**config.mk**
```make
export PLATFORM = sky130hd
export DESIGN_NAME = osd_decoder
export DESIGN_NICKNAME = d
export VERILOG_FILES = /design/src/verilog/osd_pkg.sv /design/src/verilog/osd_rf_if.sv /design/src/verilog/osd_regfile.sv /design/src/verilog/osd_decoder.sv
export SDC_FILE = /design/constraint.sdc
export NUM_CORES = 2
export LEC_CHECK = 0
export ABC_AREA = 1
export BUFFER_PORTS_ARGS = -buffer_cell sky130_fd_sc_hd__buf_2
export CELL_PAD_IN_SITES_DETAIL_PLACEMENT = 0
export CELL_PAD_IN_SITES_GLOBAL_PLACEMENT = 1
export CORE_MARGIN = 3
export CORE_UTILIZATION = 27
export CTS_BUF_LIST = sky130_fd_sc_hd__clkbuf_8
export CTS_CLUSTER_SIZE = 28
export DETAILED_ROUTE_END_ITERATION = 6
export PLACE_DENSITY = 0.53
export SLEW_MARGIN = 5
export SYNTH_ARGS = -nofsm -noshare
export SYNTH_HDL_FRONTEND = slang
export SYNTH_HIERARCHICAL = 1
export SYNTH_SLANG_ARGS = --single-unit
```
**constraint.sdc**
```tcl
create_clock -name ref_clk_i -period 2.3 [get_ports ref_clk_i]
set_clock_uncertainty 0.1 [all_clocks]
set_input_delay 0.575 -clock ref_clk_i [delete_from_list [all_inputs] [get_ports ref_clk_i]]
set_output_delay 0.575 -clock ref_clk_i [all_outputs]
set_load 0.03 [all_outputs]
```
**src/verilog/osd_pkg.sv**
```systemverilog
// Summary of operation
// RL1 - Operand sizes: byte, word, longword, quadword
// RL2 - Data type and access come from opcode
// RL3 - Read fetches, write stores, modify both
// RL4 - Address access computes address, never operand
// RL5 - Register field uses register or pair
// RL6 - Branch specifier is displacement, no access
// RL7 - Mode field is two, four or eight bits
// RL8 - Literal value sits inside the specifier
// RL9 - Literal with non-read access faults
// RL10 - Indexed literal raises reserved mode fault
// RL11 - Mode five is register or register pair
// RL12 - Register mode with address access faults
// RL13 - Program counter in register mode undefined
// RL14 - Software avoids stack pointer register pairs
// RL15 - Word write keeps register upper half
// RL16 - Byte and word branch displacement forms
// RL17 - Sixteen registers, fifteen program counter
// RL18 - Zero to six specifiers per instruction
// RL19 - Mode upper nibble, register lower nibble
package osd_pkg;
  typedef enum logic [2:0] {
    OSD_DT_BYTE   = 3'h0,
    OSD_DT_WORD   = 3'h1,
    OSD_DT_LONG   = 3'h2,
    OSD_DT_QUAD   = 3'h3,
    OSD_DT_FLOAT  = 3'h4,
    OSD_DT_DOUBLE = 3'h5
  } osd_dtype_type;

  typedef enum logic [2:0] {
    OSD_AC_READ   = 3'h0,
    OSD_AC_WRITE  = 3'h1,
    OSD_AC_MODIFY = 3'h2,
    OSD_AC_ADDR   = 3'h3,
    OSD_AC_FIELD  = 3'h4,
    OSD_AC_BRANCH = 3'h5
  } osd_access_type;

  typedef enum logic [1:0] {
    OSD_EXT_NONE = 2'h0,
    OSD_EXT_DISP = 2'h1,
    OSD_EXT_IMM  = 2'h2,
    OSD_EXT_ABS  = 2'h3
  } osd_ext_type;

  typedef enum logic [1:0] {
    OSD_ST_IDLE  = 2'h0,
    OSD_ST_READ  = 2'h1,
    OSD_ST_WAIT  = 2'h3,
    OSD_ST_REPLY = 2'h2
  } osd_state_type;

  localparam int unsigned OSD_NUM_REGS = 16;
  localparam int unsigned OSD_REG_W    = 32;
  localparam int unsigned OSD_OPND_W   = 64;
  localparam int unsigned OSD_RIDX_W   = 4;
  localparam int unsigned OSD_LANES    = 4;
  localparam int unsigned OSD_BYTE_W   = 8;
  localparam int unsigned OSD_SPEC_W   = 16;
  localparam int unsigned OSD_LIT_W    = 6;
  localparam int unsigned OSD_CNT_W    = 3;

  localparam logic [3:0] OSD_PC_IDX          = 4'hF;
  localparam logic [3:0] OSD_SP_IDX          = 4'hE;
  localparam logic [1:0] OSD_LIT_TAG         = 2'h0;
  localparam logic [3:0] OSD_MODE_INDEX      = 4'h4;
  localparam logic [3:0] OSD_MODE_REG        = 4'h5;
  localparam logic [3:0] OSD_MODE_AUTOINC    = 4'h8;
  localparam logic [3:0] OSD_MODE_AUTOINC_DF = 4'h9;
  localparam logic [3:0] OSD_MODE_DISP_LO    = 4'hA;
  localparam logic [3:0] OSD_MBITS_LIT       = 4'h2;
  localparam logic [3:0] OSD_MBITS_GEN       = 4'h4;
  localparam logic [3:0] OSD_MBITS_EXT       = 4'h8;
  localparam logic [3:0] OSD_BE_BYTE         = 4'h1;
  localparam logic [3:0] OSD_BE_WORD         = 4'h3;
  localparam logic [3:0] OSD_BE_LONG         = 4'hF;
  localparam logic [3:0] OSD_SZ_BYTE         = 4'h1;
  localparam logic [3:0] OSD_SZ_WORD         = 4'h2;
  localparam logic [3:0] OSD_SZ_LONG         = 4'h4;
  localparam logic [3:0] OSD_SZ_QUAD         = 4'h8;
  localparam logic [2:0] OSD_MAX_SPECS       = 3'h6;

  function automatic logic osd_is_quad(input osd_dtype_type dt);
    return (dt == OSD_DT_QUAD) || (dt == OSD_DT_DOUBLE);
  endfunction

  function automatic logic [3:0] osd_size_bytes(input osd_dtype_type dt);
    logic [3:0] sz;
    unique case (dt)
      OSD_DT_BYTE:                sz = OSD_SZ_BYTE;
      OSD_DT_WORD:                sz = OSD_SZ_WORD;
      OSD_DT_LONG, OSD_DT_FLOAT:  sz = OSD_SZ_LONG;
      default:                    sz = OSD_SZ_QUAD;
    endcase
    return sz;
  endfunction

  function automatic logic [3:0] osd_lane_mask(input osd_dtype_type dt);
    logic [3:0] be;
    unique case (dt)
      OSD_DT_BYTE: be = OSD_BE_BYTE;
      OSD_DT_WORD: be = OSD_BE_WORD;
      default:     be = OSD_BE_LONG;
    endcase
    return be;
  endfunction
endpackage

```
**src/verilog/osd_rf_if.sv**
```systemverilog
interface osd_rf_if;
  import osd_pkg::*;
  logic                    rd_en;
  logic [OSD_RIDX_W-1:0]   rd_idx_lo;
  logic [OSD_RIDX_W-1:0]   rd_idx_hi;
  logic [OSD_REG_W-1:0]    rd_lo;
  logic [OSD_REG_W-1:0]    rd_hi;
  logic [OSD_LANES-1:0]    wr_lo_be;
  logic                    wr_hi_en;
  logic [OSD_RIDX_W-1:0]   wr_idx_lo;
  logic [OSD_RIDX_W-1:0]   wr_idx_hi;
  logic [OSD_OPND_W-1:0]   wr_data;

  modport ctrl (output rd_en, rd_idx_lo, rd_idx_hi, wr_lo_be, wr_hi_en, wr_idx_lo, wr_idx_hi, wr_data,
                input  rd_lo, rd_hi);
  modport mem  (input  rd_en, rd_idx_lo, rd_idx_hi, wr_lo_be, wr_hi_en, wr_idx_lo, wr_idx_hi, wr_data,
                output rd_lo, rd_hi);
endinterface

```
**src/verilog/osd_regfile.sv**
```systemverilog
module osd_regfile (
  input  logic   ref_clk_i,
  input  logic   arst_n_i,
  input  logic   ce_i,
  osd_rf_if.mem  rf
);
  import osd_pkg::*;

  logic [OSD_REG_W-1:0] regs_q [OSD_NUM_REGS];
  logic [OSD_REG_W-1:0] rd_lo_ff;
  logic [OSD_REG_W-1:0] rd_hi_ff;
  logic [OSD_REG_W-1:0] nxt_rd_lo;
  logic [OSD_REG_W-1:0] nxt_rd_hi;

  for (genvar g = 0; g < OSD_NUM_REGS; g++) begin : g_entry
    logic [OSD_REG_W-1:0] q_ff;
    logic [OSD_REG_W-1:0] nxt_q;
    always_comb begin
      nxt_q = q_ff;
      // Only enabled lanes change, so a word write leaves bits 31:16 alone
      for (int b = 0; b < OSD_LANES; b++) begin
        if (rf.wr_lo_be[b] && (rf.wr_idx_lo == OSD_RIDX_W'(g))) begin // RL15
          nxt_q[b*OSD_BYTE_W +: OSD_BYTE_W] = rf.wr_data[b*OSD_BYTE_W +: OSD_BYTE_W];
        end
        if (rf.wr_hi_en && (rf.wr_idx_hi == OSD_RIDX_W'(g))) begin // RL11
          nxt_q[b*OSD_BYTE_W +: OSD_BYTE_W] = rf.wr_data[OSD_REG_W + b*OSD_BYTE_W +: OSD_BYTE_W];
        end
      end
    end
    always_ff @(posedge ref_clk_i or negedge arst_n_i) begin
      if (!arst_n_i) begin
        q_ff <= '0;
      end else if (ce_i) begin
        q_ff <= nxt_q;
      end
    end
    assign regs_q[g] = q_ff;
  end

  always_comb begin
    nxt_rd_lo = rd_lo_ff;
    nxt_rd_hi = rd_hi_ff;
    if (rf.rd_en) begin
      nxt_rd_lo = regs_q[rf.rd_idx_lo];
      nxt_rd_hi = regs_q[rf.rd_idx_hi];
    end
  end

  always_ff @(posedge ref_clk_i or negedge arst_n_i) begin
    if (!arst_n_i) begin
      rd_lo_ff <= '0;
      rd_hi_ff <= '0;
    end else if (ce_i) begin
      rd_lo_ff <= nxt_rd_lo;
      rd_hi_ff <= nxt_rd_hi;
    end
  end

  assign rf.rd_lo = rd_lo_ff;
  assign rf.rd_hi = rd_hi_ff;
endmodule

```
**src/verilog/osd_decoder.sv**
```systemverilog
module osd_decoder (
  input  logic                           ref_clk_i,
  input  logic                           arst_n_i,
  input  logic                           ce_i,
  input  logic                           insn_valid_i,
  input  logic [osd_pkg::OSD_CNT_W-1:0]  op_count_i,
  input  logic                           spec_valid_i,
  input  logic [osd_pkg::OSD_SPEC_W-1:0] spec_i,
  input  osd_pkg::osd_dtype_type         dtype_i,
  input  osd_pkg::osd_access_type        access_i,
  input  logic                           indexed_i,
  input  logic                           field_pair_i,
  input  logic                           wb_valid_i,
  input  logic [osd_pkg::OSD_OPND_W-1:0] wb_data_i,
  output logic                           ready_o,
  output logic                           done_o,
  output logic                           last_o,
  output logic                           fault_o,
  output logic                           wb_req_o,
  output logic [3:0]                     mode_o,
  output logic [3:0]                     mode_bits_o,
  output logic [osd_pkg::OSD_RIDX_W-1:0] reg_o,
  output logic                           pair_o,
  output logic [3:0]                     size_o,
  output logic                           fetch_o,
  output logic                           store_o,
  output logic                           addr_only_o,
  output osd_pkg::osd_ext_type           ext_o,
  output logic [osd_pkg::OSD_OPND_W-1:0] operand_o
);
  import osd_pkg::*;

  osd_rf_if rf ();

  osd_regfile u_regfile (
    .ref_clk_i (ref_clk_i),
    .arst_n_i  (arst_n_i),
    .ce_i      (ce_i),
    .rf        (rf.mem)
  );

  osd_state_type             state_ff;
  osd_state_type             nxt_state;
  logic [OSD_CNT_W-1:0]      remain_ff;
  logic [OSD_CNT_W-1:0]      nxt_remain;
  logic                      ready_ff, nxt_ready;
  logic                      done_ff, nxt_done;
  logic                      last_ff, nxt_last;
  logic                      fault_ff, nxt_fault;
  logic                      wb_req_ff, nxt_wb_req;
  logic [3:0]                mode_ff, nxt_mode;
  logic [3:0]                mbits_ff, nxt_mbits;
  logic [OSD_RIDX_W-1:0]     reg_ff, nxt_reg;
  logic                      pair_ff, nxt_pair;
  logic [3:0]                size_ff, nxt_size;
  logic                      fetch_ff, nxt_fetch;
  logic                      store_ff, nxt_store;
  logic                      aonly_ff, nxt_aonly;
  osd_ext_type               ext_ff, nxt_ext;
  logic [OSD_OPND_W-1:0]     opnd_ff, nxt_opnd;
  osd_dtype_type             dtype_ff, nxt_dtype;
  osd_access_type            access_ff, nxt_access;

  logic                      take;
  logic                      is_lit;
  logic                      is_reg;
  logic                      is_branch;
  logic                      dec_fault;
  logic [3:0]                dec_mode;
  logic [OSD_RIDX_W-1:0]     dec_reg;
  logic                      dec_pair;
  osd_ext_type               dec_ext;
  logic [OSD_OPND_W-1:0]     dec_opnd;

  // A specifier is only taken inside an announced instruction
  assign take = spec_valid_i && ready_ff && (remain_ff != '0); // RL18

  always_comb begin
    dec_mode  = spec_i[7:4]; // RL19
    dec_reg   = spec_i[3:0]; // RL19
    is_branch = (access_i == OSD_AC_BRANCH); // RL6
    is_lit    = !is_branch && (spec_i[7:6] == OSD_LIT_TAG); // RL7
    is_reg    = !is_branch && !is_lit && (dec_mode == OSD_MODE_REG); // RL11
    dec_pair  = is_reg && (osd_is_quad(dtype_i) || ((access_i == OSD_AC_FIELD) && field_pair_i)); // RL5
    dec_fault = 1'h0;
    if (is_lit && ((access_i != OSD_AC_READ) || indexed_i)) begin // RL9 RL10
      dec_fault = 1'h1;
    end
    // Register mode cannot be indexed either; same fault as address access
    if (is_reg && ((access_i == OSD_AC_ADDR) || indexed_i)) begin // RL12
      dec_fault = 1'h1;
    end
    dec_ext = OSD_EXT_NONE;
    if (!is_branch && !is_lit) begin // RL8
      if (dec_mode >= OSD_MODE_DISP_LO) begin
        dec_ext = OSD_EXT_DISP;
      end else if ((dec_mode == OSD_MODE_AUTOINC) && (dec_reg == OSD_PC_IDX)) begin // RL17
        dec_ext = OSD_EXT_IMM;
      end else if ((dec_mode == OSD_MODE_AUTOINC_DF) && (dec_reg == OSD_PC_IDX)) begin
        dec_ext = OSD_EXT_ABS;
      end
    end
    dec_opnd = '0;
    if (is_branch) begin // RL16
      if (dtype_i == OSD_DT_BYTE) begin
        dec_opnd = {{(OSD_OPND_W-OSD_BYTE_W){spec_i[OSD_BYTE_W-1]}}, spec_i[OSD_BYTE_W-1:0]};
      end else begin
        dec_opnd = {{(OSD_OPND_W-OSD_SPEC_W){spec_i[OSD_SPEC_W-1]}}, spec_i};
      end
    end else if (is_lit) begin // RL8
      dec_opnd = {{(OSD_OPND_W-OSD_LIT_W){1'h0}}, spec_i[OSD_LIT_W-1:0]};
    end
  end

  always_comb begin
    nxt_state  = state_ff;
    nxt_remain = remain_ff;
    nxt_last   = last_ff;
    nxt_fault  = fault_ff;
    nxt_mode   = mode_ff;
    nxt_mbits  = mbits_ff;
    nxt_reg    = reg_ff;
    nxt_pair   = pair_ff;
    nxt_size   = size_ff;
    nxt_fetch  = fetch_ff;
    nxt_store  = store_ff;
    nxt_aonly  = aonly_ff;
    nxt_ext    = ext_ff;
    nxt_opnd   = opnd_ff;
    nxt_dtype  = dtype_ff;
    nxt_access = access_ff;
    rf.rd_en     = 1'h0;
    rf.rd_idx_lo = spec_i[3:0];
    rf.rd_idx_hi = spec_i[3:0] + OSD_RIDX_W'(1); // RL11
    rf.wr_lo_be  = '0;
    rf.wr_hi_en  = 1'h0;
    rf.wr_idx_lo = reg_ff;
    rf.wr_idx_hi = reg_ff + OSD_RIDX_W'(1);
    rf.wr_data   = wb_data_i;
    unique case (state_ff)
      OSD_ST_IDLE: begin
        // Counts above six are refused; a zero count opens nothing
        if (insn_valid_i && ready_ff && (remain_ff == '0) && (op_count_i <= OSD_MAX_SPECS)) begin // RL18
          nxt_remain = op_count_i;
        end
        if (take) begin
          nxt_remain = remain_ff - OSD_CNT_W'(1);
          nxt_last   = (remain_ff == OSD_CNT_W'(1));
          nxt_fault  = dec_fault;
          nxt_mode   = dec_mode;
          nxt_mbits  = is_lit ? OSD_MBITS_LIT : ((dec_mode == 4'hF && dec_reg == 4'hF) ? OSD_MBITS_EXT
                                                                                       : OSD_MBITS_GEN); // RL7
          nxt_reg    = dec_reg;
          nxt_pair   = dec_pair;
          nxt_size   = osd_size_bytes(dtype_i); // RL1 RL2
          nxt_dtype  = dtype_i; // RL2
          nxt_access = access_i;
          nxt_ext    = dec_ext;
          nxt_opnd   = dec_opnd;
          nxt_fetch  = !dec_fault && ((access_i == OSD_AC_READ) || (access_i == OSD_AC_MODIFY)
                                      || (access_i == OSD_AC_FIELD && is_reg)); // RL3
          nxt_store  = !dec_fault && ((access_i == OSD_AC_WRITE) || (access_i == OSD_AC_MODIFY)); // RL3
          nxt_aonly  = !dec_fault && !is_reg && !is_lit && ((access_i == OSD_AC_ADDR)
                                      || (access_i == OSD_AC_FIELD)); // RL4 RL5
          nxt_state  = OSD_ST_REPLY;
          if (is_reg && !dec_fault) begin
            if (access_i == OSD_AC_WRITE) begin
              nxt_state = OSD_ST_WAIT;
            end else begin
              rf.rd_en  = 1'h1;
              nxt_state = OSD_ST_READ;
            end
          end
        end
      end
      OSD_ST_READ: begin
        // The program counter is read like any register; its value is undefined to software
        nxt_opnd  = pair_ff ? {rf.rd_hi, rf.rd_lo} : {{OSD_REG_W{1'h0}}, rf.rd_lo}; // RL11 RL13
        nxt_state = (access_ff == OSD_AC_MODIFY) ? OSD_ST_WAIT : OSD_ST_REPLY; // RL3
      end
      OSD_ST_WAIT: begin
        if (wb_valid_i) begin
          // Modify writes back even an unchanged value; no guard on the program counter
          rf.wr_lo_be = osd_lane_mask(dtype_ff); // RL15 RL3 RL13
          rf.wr_hi_en = pair_ff; // RL11
          nxt_state   = OSD_ST_REPLY;
        end
      end
      OSD_ST_REPLY: begin
        nxt_state = OSD_ST_IDLE;
      end
    endcase
    nxt_done   = (nxt_state == OSD_ST_REPLY) && (state_ff != OSD_ST_REPLY);
    nxt_ready  = (nxt_state == OSD_ST_IDLE);
    nxt_wb_req = (nxt_state == OSD_ST_WAIT);
  end

  always_ff @(posedge ref_clk_i or negedge arst_n_i) begin
    if (!arst_n_i) begin
      state_ff  <= OSD_ST_IDLE;
      remain_ff <= '0;
      ready_ff  <= 1'h0;
      done_ff   <= 1'h0;
      last_ff   <= 1'h0;
      fault_ff  <= 1'h0;
      wb_req_ff <= 1'h0;
      mode_ff   <= '0;
      mbits_ff  <= '0;
      reg_ff    <= '0;
      pair_ff   <= 1'h0;
      size_ff   <= '0;
      fetch_ff  <= 1'h0;
      store_ff  <= 1'h0;
      aonly_ff  <= 1'h0;
      ext_ff    <= OSD_EXT_NONE;
      opnd_ff   <= '0;
      dtype_ff  <= OSD_DT_BYTE;
      access_ff <= OSD_AC_READ;
    end else if (ce_i) begin
      state_ff  <= nxt_state;
      remain_ff <= nxt_remain;
      ready_ff  <= nxt_ready;
      done_ff   <= nxt_done;
      last_ff   <= nxt_last;
      fault_ff  <= nxt_fault;
      wb_req_ff <= nxt_wb_req;
      mode_ff   <= nxt_mode;
      mbits_ff  <= nxt_mbits;
      reg_ff    <= nxt_reg;
      pair_ff   <= nxt_pair;
      size_ff   <= nxt_size;
      fetch_ff  <= nxt_fetch;
      store_ff  <= nxt_store;
      aonly_ff  <= nxt_aonly;
      ext_ff    <= nxt_ext;
      opnd_ff   <= nxt_opnd;
      dtype_ff  <= nxt_dtype;
      access_ff <= nxt_access;
    end
  end

  assign ready_o     = ready_ff;
  assign done_o      = done_ff;
  assign last_o      = last_ff;
  assign fault_o     = fault_ff;
  assign wb_req_o    = wb_req_ff;
  assign mode_o      = mode_ff;
  assign mode_bits_o = mbits_ff;
  assign reg_o       = reg_ff;
  assign pair_o      = pair_ff;
  assign size_o      = size_ff;
  assign fetch_o     = fetch_ff;
  assign store_o     = store_ff;
  assign addr_only_o = aonly_ff;
  assign ext_o       = ext_ff;
  assign operand_o   = opnd_ff;

  property p_lit_access;
    @(posedge ref_clk_i) disable iff (!arst_n_i || !ce_i)
    take && is_lit && (access_i != OSD_AC_READ) |=> done_o && fault_o && !fetch_o && !store_o;
  endproperty
  a_lit_access: assert property (p_lit_access) else $error("literal with non-read access not faulted"); // RL9

  property p_lit_index;
    @(posedge ref_clk_i) disable iff (!arst_n_i || !ce_i)
    take && is_lit && indexed_i |=> fault_o && done_o;
  endproperty
  a_lit_index: assert property (p_lit_index) else $error("indexed literal not faulted"); // RL10

  property p_lit_value;
    @(posedge ref_clk_i) disable iff (!arst_n_i || !ce_i)
    take && is_lit && (access_i == OSD_AC_READ) && !indexed_i
      |=> !fault_o && (operand_o[OSD_LIT_W-1:0] == $past(spec_i[OSD_LIT_W-1:0])) && (mode_bits_o == OSD_MBITS_LIT);
  endproperty
  a_lit_value: assert property (p_lit_value) else $error("literal value wrong"); // RL8

  property p_reg_addr;
    @(posedge ref_clk_i) disable iff (!arst_n_i || !ce_i)
    take && is_reg && (access_i == OSD_AC_ADDR) |=> fault_o && done_o && !wb_req_o;
  endproperty
  a_reg_addr: assert property (p_reg_addr) else $error("register mode address access not faulted"); // RL12

  property p_branch;
    @(posedge ref_clk_i) disable iff (!arst_n_i || !ce_i)
    take && is_branch && (dtype_i == OSD_DT_BYTE)
      |=> done_o && !fetch_o && !store_o && (operand_o[OSD_OPND_W-1:OSD_BYTE_W] == {(OSD_OPND_W-OSD_BYTE_W){$past(spec_i[7])}});
  endproperty
  a_branch: assert property (p_branch) else $error("byte branch displacement wrong"); // RL6

  property p_reg_read;
    @(posedge ref_clk_i) disable iff (!arst_n_i || !ce_i)
    take && is_reg && !dec_fault && (access_i == OSD_AC_READ) |=> !done_o ##1 done_o && fetch_o && !store_o;
  endproperty
  a_reg_read: assert property (p_reg_read) else $error("register read not answered in two cycles"); // RL11

  property p_modify_wb;
    @(posedge ref_clk_i) disable iff (!arst_n_i || !ce_i)
    (state_ff == OSD_ST_READ) && (access_ff == OSD_AC_MODIFY) |=> wb_req_o && !done_o;
  endproperty
  a_modify_wb: assert property (p_modify_wb) else $error("modify operand not written back"); // RL3

  property p_word_lanes;
    @(posedge ref_clk_i) disable iff (!arst_n_i || !ce_i)
    (state_ff == OSD_ST_WAIT) && wb_valid_i && (dtype_ff == OSD_DT_WORD) |-> (rf.wr_lo_be == OSD_BE_WORD) && !rf.wr_hi_en;
  endproperty
  a_word_lanes: assert property (p_word_lanes) else $error("word write touches upper half"); // RL15

  property p_pair_idx;
    @(posedge ref_clk_i) disable iff (!arst_n_i || !ce_i)
    take && dec_pair |=> pair_o && (reg_o == $past(spec_i[3:0]));
  endproperty
  a_pair_idx: assert property (p_pair_idx) else $error("register pair not flagged"); // RL5

  property p_count;
    @(posedge ref_clk_i) disable iff (!arst_n_i || !ce_i)
    spec_valid_i && ready_ff && (remain_ff == '0) |=> !done_o;
  endproperty
  a_count: assert property (p_count) else $error("specifier taken outside an instruction"); // RL18

  property p_size;
    @(posedge ref_clk_i) disable iff (!arst_n_i || !ce_i)
    take && (dtype_i == OSD_DT_DOUBLE) |=> (size_o == OSD_SZ_QUAD);
  endproperty
  a_size: assert property (p_size) else $error("double not sized as quadword"); // RL1
endmodule

```
==> flow_summary.json <==
{
  "ioPinCount": 188,
  "drive_gt1_share_pct": 15.8,
  "grt_pass1_wl_um": 294000,
  "violations": "negative setup slack",
  "whs_path_depth": 3,
  "fin_crit_ns": 2.45,
  "status": "complete, but fails checks",
  "yosys_warnings": 6,
  "drv_slew": 0,
  "dpl-instance-area_mm2": 0.0489,
  "cts_tree": "yes",
  "drv_cap": 0,
  "yosysMostFrequentCell": "nand2_1",
  "netlist_area_mm2": 0.0417,
  "grt_pass1_vias": 42200,
  "end_kind": "register",
  "wire_per_inst_um": 22.7,
  "drt_iter0_drc": 4088,
  "vdd.ir_drop.worst_mv": 0.791,
  "routed_via_density": 5.02,
  "setup_viol": 168,
  "synth.avg_cell_area_um2": 6.65,
  "cts.sinks": 677,
  "r2r-start": "reg_o[0]",
  "synth_area_leaders": "dfrtp_1 41%, nand2_1 21%, nand3_1 10%",
  "power_density_mw_per_mm2": 883,
  "crit_fanout": 8,
  "grt_max_degree": 67,
  "ys_seq_elements": 677,
  "antenna_found_initial": 15,
  "drc": 0,
  "start_util_pct": 27.3,
  "num_vias": 44300,
  "pre_cts_ws_ns": -0.455,
  "detail-route-antenna-nets": 0,
  "relSlewSlack_pct": 55.5,
  "p_leak_nw": 26.2,
  "syn_nets": 6380,
  "startpoint_type": "register",
  "crit_arrival_ns": 3.11,
  "htree_num_levels": 4,
  "die_area_mm2": 0.159,
  "required_ns": 2.96,
  "crit_type": "register to register",
  "clk_latency_ns": 0.90,
  "syn2layout_area_growth_pct": 29.5,
  "synth_edf_count": 0,
  "yosys.cell_types.count": 39,
  "yosysSeqAreaShare_pct": 40.6,
  "die_h_um": 399,
  "hp-class": "primary input to register",
  "worst_slack_ns": -0.147,
  "finalCritPeriodShare_pct": 106,
  "tightest_slew_ns": 0.666,
  "numCtsBuffers": 142,
  "grt_use_total_pct": 24.7,
  "root_buffer": "clkbuf_8",
  "grt-ovfl-total": 0,
  "rsz0062_at_grt": "yes",
  "rr_worst_depth": 12,
  "io_buffers": 186,
  "synth_ff_type": "dfrtp_1",
  "power.total_mw": 47.7,
  "clock.fmax_mhz": 409,
  "async_flop_share_pct": 100,
  "dr.pass1.iters": 6,
  "yosysTopAreaCellShare_pct": 40.6,
  "clkSlewWorstSetupHoldPaths_ns": 0.06,
  "hold_viol": 0,
  "cp-startpoint": "reg_o[0]",
  "chipWidth_um": 399,
  "synth_common_cells": "2348 x nand2_1, 868 x nand3_1, 677 x dfrtp_1",
  "core_mm2": 0.153,
  "wl_um": 200000,
  "gp_congestion": 0.851,
  "final_area_mm2": 0.0540,
  "hpwlAfterDp_um": 137000,
  "synth_largest_area_cell": "dfrtp_1",
  "final_util_pct": 35.4,
  "nets": 6799,
  "worstHoldStart": "wb_data_i[41]",
  "fp-row-count": 143,
  "syn_inst": 6278,
  "clockBufferDepth": 3
}
metal layers:
metal	wire (um)	global-route usage, %
met1	97000	36.5
met2	86000	37.0
met3	13300	4.64
met4	4000	5.74
met5	55	0
through the flow:
step	TNS, ns	instances	hold WS, ns
3_3_place_gp	-186.42	8450	0.363
3_5_place_dp	-190.16	8450	0.367
2_1_floorplan	0	6278	0.179
6_report	-10.82	8833	0.0763
4_1_cts	-4.54	8810	0.00107
5_1_grt	-40.29	8828	0.0398
repair_timing:
item                                    CTS  global route
setup buffers                            30             9
endpoints found under the setup margin  514           599
hold buffers                             81             0
resized for setup                        98           109
hold endpoints to repair                577             0
gates cloned                              9             5
pin swaps                                21            30
sequential cells by signal (all words and copies together), names as in the netlist, 2 cells and up:
signal and cells:
size_o 4, ext_o 2, u_regfile/rf.rd_hi 32, mode_bits_o 3, u_regfile/rf.rd_lo 32, remain_ff 3, mode_o 4, u_regfile/g_entry.q_ff 512
state_ff 2, reg_o 4, dtype_ff 3, operand_o 64, access_ff 3
critical path, stage by stage (launching register included):
cell     delay (ns)
dfrtp_2        0.47
ha_2           0.24
xor2_4         0.20
buf_4          0.16
nor2_4         0.12
buf_4          0.14
buf_4          0.11
nand2_4        0.08
buf_12         0.16
a21oi_4        0.18
buf_12         0.14
buf_16         0.12
a21oi_1        0.07
cell type report:
cell class	instances	area, um^2
Fill cell	16400	98800
Multi-Input combinational cell	4927	22600
Sequential cell	677	16900
Timing Repair Buffer	779	8450
Tap cell	2030	2540
Clock buffer	171	2350
Inverter	170	679
Clock inverter	70	463
Antenna cell	9	22.5
final timing paths:
| kind | slack, ns | end |
|---|---|---|
| setup / recovery | -0.15 | u_regfile/g_entry[3].q_ff[5] |
| max in group asynchronous | 1.08 | u_regfile/g_entry[1].q_ff[14] |
| hold / removal | 0.08 | u_regfile/g_entry[1].q_ff[9] |
| setup reg to reg | -0.15 | u_regfile/g_entry[3].q_ff[5] |
| hold reg to reg | 0.38 | mode_bits_o[3] |
| min in group asynchronous | 0.17 | operand_o[25] |
cells in the final DEF (no fill, tap or decap), drive strengths merged, types with 81 or more instances in the layout:
cell type	count
dlygate4sd3	81
inv	217
a21oi	550
dfrtp	677
buf	692
nand2	2362
o21ai	510
clkbuf	175
nor2	500
nand3	875
kinds of logic after synthesis:
logic type / share of synthesized area (%)
other cells: 0.00898
flops: 40.6
xor+xnor: 0.0840
simple gates: 36.9
compound gates: 15.6
buf+inv: 6.70
fa+ha+maj: 0.150
power breakdown:
group          total (mW)  internal, mW  switching [mW]
combinational        15.9          6.10            9.84
sequential           18.4          15.4            3.00
clock                13.3          7.26            6.06
Note: power is estimated with default switching activity, not from simulation.
